[src/rtl/pwm_unit_pkg.sv]
// Purpose: Constants, types and mode decoding for the PWM waveform unit.
// Assumes: 16-bit counter, register words on a plain strobe port.
// Notes: Shared by the unit top and its compare channel.
//
// Contract
// - Fast PWM, compare BOTTOM: one-tick spike
// - Fast PWM, compare TOP: constant level
// - Mode 15 action 1 toggles channel A
// - Modes 1,2,3,10,11 are phase correct
// - Phase correct TOP fixed, capture or A
// - Dual slope holds TOP one tick
// - Dual slope: clear up, set down
// - Action 2 non-inverted, 3 inverted
// - Phase correct: overflow BOTTOM, TOP flags
// - Phase correct loads buffers at TOP
// - Match flag whenever count equals level
// - Fixed TOP masks compare bits on write
// - Dual slope extremes give constant levels
// - Mode 11 action 1 toggles channel A
// - Modes 8,9 are phase and frequency correct
// - PFC loads at BOTTOM with overflow
// - Mode 9 action 1 toggles channel A
// - Dual slope period is twice TOP ticks
// - Pin driven only with direction bit set
// - Channel A writes go to buffer
// - Nonzero action overrides pin port function
package pwm_unit_pkg;

  // ------------------------------------------------------------
  // Widths and register map
  // ------------------------------------------------------------
  localparam int CNT_W = 16;
  localparam int ADDR_W = 5;
  localparam int FLAG_W = 4;
  localparam logic [ADDR_W-1:0] ADDR_CTRL = 5'h00;
  localparam logic [ADDR_W-1:0] ADDR_COUNT = 5'h04;
  localparam logic [ADDR_W-1:0] ADDR_CMPA = 5'h08;
  localparam logic [ADDR_W-1:0] ADDR_CMPB = 5'h0C;
  localparam logic [ADDR_W-1:0] ADDR_CAPTOP = 5'h10;
  localparam logic [ADDR_W-1:0] ADDR_FLAGS = 5'h14;
  localparam logic [ADDR_W-1:0] ADDR_PINDIR = 5'h18;

  // Control field positions and flag bit positions.
  localparam int CTRL_MODE_LSB = 0;
  localparam int CTRL_ACTA_LSB = 4;
  localparam int CTRL_ACTB_LSB = 6;
  localparam int CTRL_W = 8;
  localparam int FLAG_OVF = 0;
  localparam int FLAG_MATCHA = 1;
  localparam int FLAG_MATCHB = 2;
  localparam int FLAG_CAPT = 3;
  localparam int DIR_A = 0;
  localparam int DIR_B = 1;

  // ------------------------------------------------------------
  // Counter values, modes and output actions
  // ------------------------------------------------------------
  localparam logic [CNT_W-1:0] BOTTOM = 16'h0000;
  localparam logic [CNT_W-1:0] CNT_ONE = 16'h0001;
  localparam logic [CNT_W-1:0] CNT_MAX = 16'hFFFF;
  localparam logic [CNT_W-1:0] TOP_8 = 16'h00FF;
  localparam logic [CNT_W-1:0] TOP_9 = 16'h01FF;
  localparam logic [CNT_W-1:0] TOP_10 = 16'h03FF;
  localparam logic [1:0] ACT_OFF = 2'h0;
  localparam logic [1:0] ACT_TOGGLE = 2'h1;
  localparam logic [1:0] ACT_NONINV = 2'h2;
  localparam logic [1:0] ACT_INV = 2'h3;

  typedef enum logic [1:0] {CLS_NONE, CLS_FAST, CLS_PHASE, CLS_PFC} mode_class_t;
  typedef enum logic {DIR_UP, DIR_DOWN} count_dir_t;

  // Sorts a waveform mode into its counting family.
  function automatic mode_class_t class_of(input logic [3:0] m);
    case (m)
      4'h1, 4'h2, 4'h3, 4'hA, 4'hB: class_of = CLS_PHASE;
      4'h8, 4'h9: class_of = CLS_PFC;
      4'h5, 4'h6, 4'h7, 4'hE, 4'hF: class_of = CLS_FAST;
      default: class_of = CLS_NONE;
    endcase
  endfunction

  // Resolution mask of the fixed-TOP modes, all ones otherwise.
  function automatic logic [CNT_W-1:0] width_mask(input logic [3:0] m);
    case (m)
      4'h1, 4'h5: width_mask = TOP_8;
      4'h2, 4'h6: width_mask = TOP_9;
      4'h3, 4'h7: width_mask = TOP_10;
      default: width_mask = CNT_MAX;
    endcase
  endfunction

  // True where the capture/TOP register sets the TOP value.
  function automatic logic cap_is_top(input logic [3:0] m);
    cap_is_top = (m == 4'h8) || (m == 4'hA) || (m == 4'hE);
  endfunction

  // True where the channel A compare level sets the TOP value.
  function automatic logic cha_is_top(input logic [3:0] m);
    cha_is_top = (m == 4'h9) || (m == 4'hB) || (m == 4'hF);
  endfunction

endpackage

[src/rtl/compare_channel.sv]
// Purpose: One compare channel: buffered level, match and waveform bit.
// Assumes: Tick, update point and slope come from the counter owner.
// Notes: Toggle action is honoured only when TOGGLE_OK is set.
`timescale 1ns/1ps
module compare_channel #(
  parameter bit TOGGLE_OK = 1'b0
) (
  input wire logic mclk,
  input wire logic rst_n,
  input wire logic tick,
  input wire logic load_now,
  input wire logic direct,
  input wire logic wr_en,
  input wire logic [pwm_unit_pkg::CNT_W-1:0] wr_data,
  input wire logic mask_now,
  input wire logic [pwm_unit_pkg::CNT_W-1:0] mask,
  input wire logic [1:0] action,
  input wire pwm_unit_pkg::mode_class_t cls,
  input wire logic toggle_mode,
  input wire logic [pwm_unit_pkg::CNT_W-1:0] cnt,
  input wire logic at_top,
  input wire logic slope_up,
  output logic [pwm_unit_pkg::CNT_W-1:0] level_q,
  output logic [pwm_unit_pkg::CNT_W-1:0] buffer_q,
  output logic match,
  output logic wave_q
);
  import pwm_unit_pkg::*;

  logic pwm_act;

  assign match = tick && (cnt == level_q);
  assign pwm_act = (action == ACT_NONINV) || (action == ACT_INV);

  always_ff @(posedge mclk or negedge rst_n) begin
    if (!rst_n) begin
      buffer_q <= BOTTOM;
    end else if (wr_en) begin
      buffer_q <= wr_data & mask;
    end else if (mask_now) begin
      buffer_q <= buffer_q & mask;
    end
  end

  // Active level follows the buffer at the update point, or takes a write at once when direct.
  always_ff @(posedge mclk or negedge rst_n) begin
    if (!rst_n) begin
      level_q <= BOTTOM;
    end else if (direct && wr_en) begin
      level_q <= wr_data & mask;
    end else if (load_now) begin
      level_q <= buffer_q;
    end else if (mask_now) begin
      level_q <= level_q & mask;
    end
  end

  // Waveform bit; set or clear actions win over toggling.
  always_ff @(posedge mclk or negedge rst_n) begin
    if (!rst_n) begin
      wave_q <= 1'b0;
    end else if (tick && (cls == CLS_FAST) && pwm_act) begin
      if (at_top) begin
        wave_q <= (action == ACT_NONINV);
      end else if (match) begin
        wave_q <= (action == ACT_INV);
      end
    end else if (tick && (cls != CLS_NONE) && pwm_act && match) begin
      wave_q <= (action == ACT_NONINV) ? !slope_up : slope_up;
    end else if (TOGGLE_OK && toggle_mode && (action == ACT_TOGGLE) && match) begin
      wave_q <= !wave_q;
    end
  end

endmodule

[src/rtl/pwm_waveform_unit.sv]
// Purpose: 16-bit timer waveform unit with fast and dual-slope PWM.
// Assumes: timer_clock_enable is a one-cycle prescaler pulse.
// Notes: Registers sit on a plain strobe port; read data one cycle late.
`timescale 1ns/1ps
module pwm_waveform_unit (
  input wire logic mclk,
  input wire logic rst_n,
  input wire logic timer_clock_enable,
  input wire logic [pwm_unit_pkg::ADDR_W-1:0] addr,
  input wire logic [pwm_unit_pkg::CNT_W-1:0] wr_data,
  input wire logic wr_en,
  input wire logic rd_en,
  output logic [pwm_unit_pkg::CNT_W-1:0] rd_data,
  output logic channel_a_output_pin,
  output logic channel_a_output_oe,
  output logic channel_b_output_pin,
  output logic channel_b_output_oe,
  output logic overflow_flag,
  output logic channel_a_match_flag,
  output logic channel_b_match_flag,
  output logic capture_flag
);
  import pwm_unit_pkg::*;

  // ------------------------------------------------------------
  // State
  // ------------------------------------------------------------
  logic [CTRL_W-1:0] ctrl_q;
  logic [CNT_W-1:0] timer_count_value_q;
  logic [CNT_W-1:0] capture_top_register_q;
  logic [FLAG_W-1:0] flags_q;
  logic [FLAG_W-1:0] flags_d;
  logic [1:0] pin_direction_bit_q;
  logic [1:0] oe_q;
  logic [CNT_W-1:0] rd_data_q;
  count_dir_t dir_q;

  // ------------------------------------------------------------
  // Decoded control
  // ------------------------------------------------------------
  logic [3:0] waveform_mode_select;
  logic [1:0] channel_a_output_action;
  logic [1:0] channel_b_output_action;
  mode_class_t cls;
  logic dual;
  logic [CNT_W-1:0] top;
  logic [CNT_W-1:0] mask;
  logic at_top;
  logic at_bottom;
  logic slope_up;
  logic tick;
  logic load_now;
  logic toggle_mode;

  // Channel wires.
  logic [CNT_W-1:0] channel_a_compare_level;
  logic [CNT_W-1:0] channel_b_compare_level;
  logic [CNT_W-1:0] buf_a;
  logic [CNT_W-1:0] buf_b;
  logic match_a;
  logic match_b;
  logic wave_a;
  logic wave_b;

  // Bus write strobes.
  logic wr_ctrl;
  logic wr_count;
  logic wr_cmpa;
  logic wr_cmpb;
  logic wr_captop;
  logic wr_flags;
  logic wr_pindir;
  logic mask_now;

  // Field slices of the control word.
  assign waveform_mode_select = ctrl_q[CTRL_MODE_LSB +: 4];
  assign channel_a_output_action = ctrl_q[CTRL_ACTA_LSB +: 2];
  assign channel_b_output_action = ctrl_q[CTRL_ACTB_LSB +: 2];
  assign cls = class_of(waveform_mode_select);
  assign dual = (cls == CLS_PHASE) || (cls == CLS_PFC);
  assign mask = width_mask(waveform_mode_select);

  assign tick = timer_clock_enable;

  // ------------------------------------------------------------
  // TOP selection and counter position
  // ------------------------------------------------------------

  always_comb begin
    if (cls == CLS_NONE) begin
      top = CNT_MAX;
    end else if (cap_is_top(waveform_mode_select)) begin
      top = capture_top_register_q;
    end else if (cha_is_top(waveform_mode_select)) begin
      top = channel_a_compare_level;
    end else begin
      top = mask;
    end
  end

  assign at_top = (timer_count_value_q == top);
  assign at_bottom = (timer_count_value_q == BOTTOM);

  // Slope seen by the compare actions: TOP counts as falling, BOTTOM as rising.
  assign slope_up = at_bottom || ((dir_q == DIR_UP) && !at_top);

  // Toggle action on channel A: where A sets TOP, or where capture sets a fast TOP.
  assign toggle_mode = (cls != CLS_NONE) && (cha_is_top(waveform_mode_select) ||
                       ((cls == CLS_FAST) && cap_is_top(waveform_mode_select)));

  always_comb begin
    unique case (cls)
      CLS_FAST: load_now = tick && at_top;
      CLS_PHASE: load_now = tick && at_top;
      CLS_PFC: load_now = tick && at_bottom;
      CLS_NONE: load_now = 1'b0;
    endcase
  end

  // ------------------------------------------------------------
  // Register write decode
  // ------------------------------------------------------------

  // One strobe per register; unmapped writes are dropped.
  assign wr_ctrl = wr_en && (addr == ADDR_CTRL);
  assign wr_count = wr_en && (addr == ADDR_COUNT);
  assign wr_cmpa = wr_en && (addr == ADDR_CMPA);
  assign wr_cmpb = wr_en && (addr == ADDR_CMPB);
  assign wr_captop = wr_en && (addr == ADDR_CAPTOP);
  assign wr_flags = wr_en && (addr == ADDR_FLAGS);
  assign wr_pindir = wr_en && (addr == ADDR_PINDIR);

  assign mask_now = (wr_cmpa || wr_cmpb) && (mask != CNT_MAX);

  // Control word holds mode and both output actions.
  always_ff @(posedge mclk or negedge rst_n) begin
    if (!rst_n) begin
      ctrl_q <= '0;
    end else if (wr_ctrl) begin
      ctrl_q <= wr_data[CTRL_W-1:0];
    end
  end

  // Capture/TOP register is written directly, never buffered.
  always_ff @(posedge mclk or negedge rst_n) begin
    if (!rst_n) begin
      capture_top_register_q <= BOTTOM;
    end else if (wr_captop) begin
      capture_top_register_q <= wr_data;
    end
  end

  // Direction bits of the two compare pins.
  always_ff @(posedge mclk or negedge rst_n) begin
    if (!rst_n) begin
      pin_direction_bit_q <= 2'h0;
    end else if (wr_pindir) begin
      pin_direction_bit_q <= wr_data[1:0];
    end
  end

  // ------------------------------------------------------------
  // Counter and direction
  // ------------------------------------------------------------

  // A software write to the count wins over the tick in the same cycle.
  always_ff @(posedge mclk or negedge rst_n) begin
    if (!rst_n) begin
      timer_count_value_q <= BOTTOM;
    end else if (wr_count) begin
      timer_count_value_q <= wr_data;
    end else if (tick) begin
      unique case (cls)
        CLS_FAST: begin
          timer_count_value_q <= at_top ? BOTTOM : timer_count_value_q + CNT_ONE;
        end
        CLS_PHASE, CLS_PFC: begin
          if (dir_q == DIR_UP) begin
            timer_count_value_q <= at_top ? timer_count_value_q - CNT_ONE
                                          : timer_count_value_q + CNT_ONE;
          end else begin
            timer_count_value_q <= at_bottom ? timer_count_value_q + CNT_ONE
                                             : timer_count_value_q - CNT_ONE;
          end
        end
        CLS_NONE: begin
          timer_count_value_q <= timer_count_value_q + CNT_ONE;
        end
      endcase
    end
  end

  // Direction flips at TOP and at BOTTOM; single-slope modes stay up.
  always_ff @(posedge mclk or negedge rst_n) begin
    if (!rst_n) begin
      dir_q <= DIR_UP;
    end else if (!dual) begin
      dir_q <= DIR_UP;
    end else if (tick && !wr_count) begin
      if ((dir_q == DIR_UP) && at_top) begin
        dir_q <= DIR_DOWN;
      end else if ((dir_q == DIR_DOWN) && at_bottom) begin
        dir_q <= DIR_UP;
      end
    end
  end

  // ------------------------------------------------------------
  // Compare channels
  // ------------------------------------------------------------

  // Channel A may set TOP and may toggle.
  compare_channel #(
    .TOGGLE_OK(1'b1)
  ) u_chan_a (
    .mclk(mclk),
    .rst_n(rst_n),
    .tick(tick),
    .load_now(load_now),
    .direct(cls == CLS_NONE),
    .wr_en(wr_cmpa),
    .wr_data(wr_data),
    .mask_now(mask_now),
    .mask(mask),
    .action(channel_a_output_action),
    .cls(cls),
    .toggle_mode(toggle_mode),
    .cnt(timer_count_value_q),
    .at_top(at_top),
    .slope_up(slope_up),
    .level_q(channel_a_compare_level),
    .buffer_q(buf_a),
    .match(match_a),
    .wave_q(wave_a)
  );

  // Channel B never toggles in the PWM modes.
  compare_channel #(
    .TOGGLE_OK(1'b0)
  ) u_chan_b (
    .mclk(mclk),
    .rst_n(rst_n),
    .tick(tick),
    .load_now(load_now),
    .direct(cls == CLS_NONE),
    .wr_en(wr_cmpb),
    .wr_data(wr_data),
    .mask_now(mask_now),
    .mask(mask),
    .action(channel_b_output_action),
    .cls(cls),
    .toggle_mode(1'b0),
    .cnt(timer_count_value_q),
    .at_top(at_top),
    .slope_up(slope_up),
    .level_q(channel_b_compare_level),
    .buffer_q(buf_b),
    .match(match_b),
    .wave_q(wave_b)
  );

  // ------------------------------------------------------------
  // Flags
  // ------------------------------------------------------------

  // Hardware sets win over a write-one clear in the same cycle.
  always_comb begin
    flags_d = flags_q;
    if (wr_flags) begin
      flags_d = flags_q & ~wr_data[FLAG_W-1:0];
    end
    if (tick) begin
      unique case (cls)
        CLS_FAST: flags_d[FLAG_OVF] = flags_d[FLAG_OVF] | at_top;
        CLS_PHASE, CLS_PFC: flags_d[FLAG_OVF] = flags_d[FLAG_OVF] | at_bottom;
        CLS_NONE: flags_d[FLAG_OVF] = flags_d[FLAG_OVF] | (timer_count_value_q == CNT_MAX);
      endcase
      if ((cls != CLS_NONE) && cap_is_top(waveform_mode_select) && at_top) begin
        flags_d[FLAG_CAPT] = 1'b1;
      end
    end
    flags_d[FLAG_MATCHA] = flags_d[FLAG_MATCHA] | match_a;
    flags_d[FLAG_MATCHB] = flags_d[FLAG_MATCHB] | match_b;
  end

  always_ff @(posedge mclk or negedge rst_n) begin
    if (!rst_n) begin
      flags_q <= '0;
    end else begin
      flags_q <= flags_d;
    end
  end

  // ------------------------------------------------------------
  // Pin drive
  // ------------------------------------------------------------

  always_ff @(posedge mclk or negedge rst_n) begin
    if (!rst_n) begin
      oe_q <= 2'h0;
    end else begin
      oe_q[DIR_A] <= pin_direction_bit_q[DIR_A] && (channel_a_output_action != ACT_OFF);
      oe_q[DIR_B] <= pin_direction_bit_q[DIR_B] && (channel_b_output_action != ACT_OFF);
    end
  end

  // ------------------------------------------------------------
  // Read port
  // ------------------------------------------------------------

  // Data stand for one cycle after the read strobe, zero otherwise.
  always_ff @(posedge mclk or negedge rst_n) begin
    if (!rst_n) begin
      rd_data_q <= BOTTOM;
    end else if (rd_en) begin
      case (addr)
        ADDR_CTRL: rd_data_q <= {{(CNT_W-CTRL_W){1'b0}}, ctrl_q};
        ADDR_COUNT: rd_data_q <= timer_count_value_q;
        ADDR_CMPA: rd_data_q <= buf_a;
        ADDR_CMPB: rd_data_q <= buf_b;
        ADDR_CAPTOP: rd_data_q <= capture_top_register_q;
        ADDR_FLAGS: rd_data_q <= {{(CNT_W-FLAG_W){1'b0}}, flags_q};
        ADDR_PINDIR: rd_data_q <= {{(CNT_W-2){1'b0}}, pin_direction_bit_q};
        default: rd_data_q <= BOTTOM;
      endcase
    end else begin
      rd_data_q <= BOTTOM;
    end
  end

  // Outputs straight from flip-flops.
  assign rd_data = rd_data_q;
  assign channel_a_output_pin = wave_a;
  assign channel_b_output_pin = wave_b;
  assign channel_a_output_oe = oe_q[DIR_A];
  assign channel_b_output_oe = oe_q[DIR_B];
  assign overflow_flag = flags_q[FLAG_OVF];
  assign channel_a_match_flag = flags_q[FLAG_MATCHA];
  assign channel_b_match_flag = flags_q[FLAG_MATCHB];
  assign capture_flag = flags_q[FLAG_CAPT];

endmodule

[config.mk]
export PLATFORM = sky130hd
export DESIGN_NAME = pwm_waveform_unit
export DESIGN_NICKNAME = d
export VERILOG_FILES = /design/src/rtl/pwm_unit_pkg.sv /design/src/rtl/compare_channel.sv /design/src/rtl/pwm_waveform_unit.sv
export SDC_FILE = /design/constraint.sdc
export NUM_CORES = 1
export LEC_CHECK = 0
export BUFFER_PORTS_ARGS = -buffer_cell sky130_fd_sc_hd__clkbuf_2
export CAP_MARGIN = 40
export CORE_AREA = 2 2 147 149
export DETAILED_ROUTE_END_ITERATION = 8
export DIE_AREA = 0 0 149 151
export PLACE_DENSITY = 0.64
export REMOVE_ABC_BUFFERS = 1
export SKIP_LAST_GASP = 1
export SLEW_MARGIN = 20
export SYNTH_ARGS = -nofsm -noshare
export SYNTH_HDL_FRONTEND = slang
export SYNTH_SLANG_ARGS = --single-unit
[constraint.sdc]
create_clock -name mclk -period 4.9 [get_ports mclk]
set_clock_uncertainty 0.1 [all_clocks]
set_input_delay 0.735 -clock mclk [delete_from_list [all_inputs] [get_ports mclk]]
set_output_delay 0.735 -clock mclk [all_outputs]
set_load 0.01 [all_outputs]
==> results.yml <==
sta:
  tightest_slew_ns: 0.842
  maxSlewHeadroom: 0.437
  hold_viol_final: 0
  rsz0062_at_grt: "no"
  setup_violations: 0
  fin_crit_sh: 0.820
  fin_crit_ns: 4.02
  fmax_ghz: 0.249
  tns_ns: 0
  drv_slew: 0
synth:
  ys_async_sr_fraction: 1.00
  synth-adder-area-share: 0.00305
  yosys.area.top_type_share: 0.399
  synthMuxAreaShare: 0.115
  avgSynthCellArea_um2: 9.08
  synthSimpleGateAreaFrac: 0.197
  yosysTopAreaCell: "dfrtp_1"
  synth_edf_count: 0
  synth_flop_cell: "dfrtp_1"
  netlist_area_um2: 8210
  yosysWarnings: 0
  synth_top_family_by_area: "simple AND/OR/NAND/NOR gates"
  synth-compound-area-share: 0.178
  synth-xor-area-share: 0.0629
  yosysSeqAreaShare: 0.399
  synthesis.instances: 904
  ys_seq_elements: 131
  synthTopCellsByArea: "dfrtp_1 40%, mux2_2 5.6%, mux2i_1 5.4%"
  synth_cell_types: 71
worst_setup_path:
  required_ns: 5.08
  crit_fanout: 33
  path_class: "reg2reg"
  start_kind: "register"
  cp.arrival_ns: 4.20
  end_kind: "register"
cts:
  cts_setup_buffers: 0
  clkTransAtPathRegs_ns: 0.06
  hold_buffers: 0
  clockBufferDepth: 2
  clk_latency_ns: 0.42
  cts_buffers: 17
  clock_sinks: 131
  cts.repair.resized: 0
  cts_tree: "built"
  root_buffer: "clkbuf_16"
  h-tree-depth: 4
floorplanning:
  core-area_um2: 20800
  die_h_um: 151
  start_util: 0.394
  die_area_um2: 22500
  rows: 53
  io_pins: 50
  fp.dieW_um: 149
route:
  firstDrtPassIters: 8
  routed-wl-met2_mm: 12.1
  wire_per_inst_um: 22.1
  vias: 7362
  dr.max_layer_used: "met4"
  wl_met3_mm: 2.23
  viasPerCell: 6.02
  drt_wl_total_mm: 27.1
  wirelength_met1_mm: 12.1
  ant_nets: 0
  drc: 0
  drt_iter0_markers: 942
finish:
  num_antenna_cells: 0
  fin_area_um2: 9310
  area_delta_synth_final_pct: 13.4
  drive_above_1_share: 0.172
  finalNetCount: 965
  fin_util: 0.447
  seq_area_um2: 3280
  multi_input_area_um2: 4580
  nFillCells: 2075
power:
  p_leak_uw: 0.00392
  vdd_drop_max_uv: 229
  powerDensity_nw_per_um2: 437
global_routing:
  grt_pass1_vias: 6969
  track_usage: 0.247
  grt_pass1_wl_mm: 41.5
  antenna_found_initial: 0
  grt_max_degree: 62
  grt_overflow: 0
placement:
  dp_hpwl_mm: 19.6
  place_area_um2: 8760
  place_congestion: 0.978
  port_buffers: 49
run_status:
  status: "completed"
run:
  drv_cap: 0
worst_hold_path:
  hold_class: "in2async"
-- worst paths after layout --
| kind | from | to | slack [ns] | cells after the start |
|---|---|---|---|---|
| worst max-delay path | timer_count_value_q[0]$_DFFE_PN0P_ | u_chan_b.level_q[2]$_DFFE_PN0P_ | 0.88 | 11 |
| worst min-delay path | rst_n | rd_data[15]$_DFF_PN0_ | 0.13 | 1 |
| worst max register to register | timer_count_value_q[0]$_DFFE_PN0P_ | u_chan_b.level_q[2]$_DFFE_PN0P_ | 0.88 | 11 |
| worst min register to register | u_chan_a.buffer_q[15]$_DFFE_PN0P_ | u_chan_a.buffer_q[15]$_DFFE_PN0P_ | 0.41 | 2 |
| max in group asynchronous | rst_n | capture_top_register_q[0]$_DFFE_PN0P_ | 3.80 | 2 |
| min in group mclk | u_chan_a.buffer_q[15]$_DFFE_PN0P_ | u_chan_a.buffer_q[15]$_DFFE_PN0P_ | 0.41 | 2 |
-- worst max-delay path, stage by stage, from the launching register on --
cell and delay (ns):
dfrtp_1 0.49, inv_1 0.20, ha_1 0.22, or3b_1 0.39, or4_4 0.52, or3_1 0.46
nor3_4 0.39, nand2_1 0.16, a21oi_4 0.34, buf_12 0.26, mux2i_1 0.22, a21oi_1 0.09
-- layer usage --
metal  global-route usage  vias to the layer above
met2                0.375                      336
li1                     -                     3349
met1                0.349                     3635
met5                    0                        -
met3               0.0599                       42
met4               0.0762                        0
-- where the power goes --
| part | switching (µW) | internal, µW |
|---|---|---|
| clock network | 472 | 712 |
| logic | 725 | 543 |
| registers | 327 | 1290 |
| total | 1520 | 2550 |
-- cell usage in the layout, fill, tap and decap left out, types with 18 or more instances in the layout --
cell / count
nand3_1: 26
xnor2_1: 35
mux2i_1: 44
dfrtp_1: 131
a21oi_1: 52
mux2_2: 41
nor2_1: 78
buf_4: 22
nor3_1: 20
xor2_1: 24
nand2_1: 81
o21ai_0: 55
clkbuf_2: 49
inv_1: 18
-- final cells by class --
cell class | instances | area share
clock inverters | 6 | 0.00618
repair buffers | 78 | 0.0544
multi-input cells | 690 | 0.492
well taps | 275 | 0.0370
flip-flops and latches | 131 | 0.352
clock buffers | 23 | 0.0503
inverters | 19 | 0.00766
-- kinds of logic (layout without fill, tap and decap cells) --
logic type      count (synthesis)  count (layout)
buf+inv                        83             126
fa+ha+maj                       2               2
mux                            87              87
flops                         131             131
simple gates                  318             318
compound gates                224             224
xor+xnor                       59              59
-- flip-flops by register name, indices dropped and copies added (netlist names), 4 cells and up --
signal                  count
flags_q                     4
u_chan_b.level_q           16
capture_top_register_q     16
ctrl_q                      8
rd_data                    16
u_chan_b.buffer_q          16
timer_count_value_q        16
u_chan_a.buffer_q          16
u_chan_a.level_q           16
-- synth_stat cells, types with 12 or more instances --
master      n
a21oi_1    52
a22o_1     13
and2_1     15
clkbuf_1   46
dfrtp_1   131
inv_1      18
mux2_2     41
mux2i_1    44
nand2_1    81
nand3_1    26
nand4_1    14
nor2_1     78
nor3_1     21
o21ai_0    55
or3_1      12
xnor2_1    35
xor2_1     24
-- stage by stage --
stage / std cells / power (µW) / worst slack, ns / hold slack [ns]
2_1_floorplan: 840 / 2400 / 0.517 / 0.339
3_3_place_gp: 1187 / 2850 / 1.03 / 0.397
3_5_place_dp: 1190 / 2870 / 0.957 / 0.405
4_1_cts: 1219 / 4050 / 0.922 / 0.146
5_1_grt: 1222 / 4270 / 0.655 / 0.150
6_report: 1222 / 4070 / 0.883 / 0.134
(Power assumes the default switching activity.)
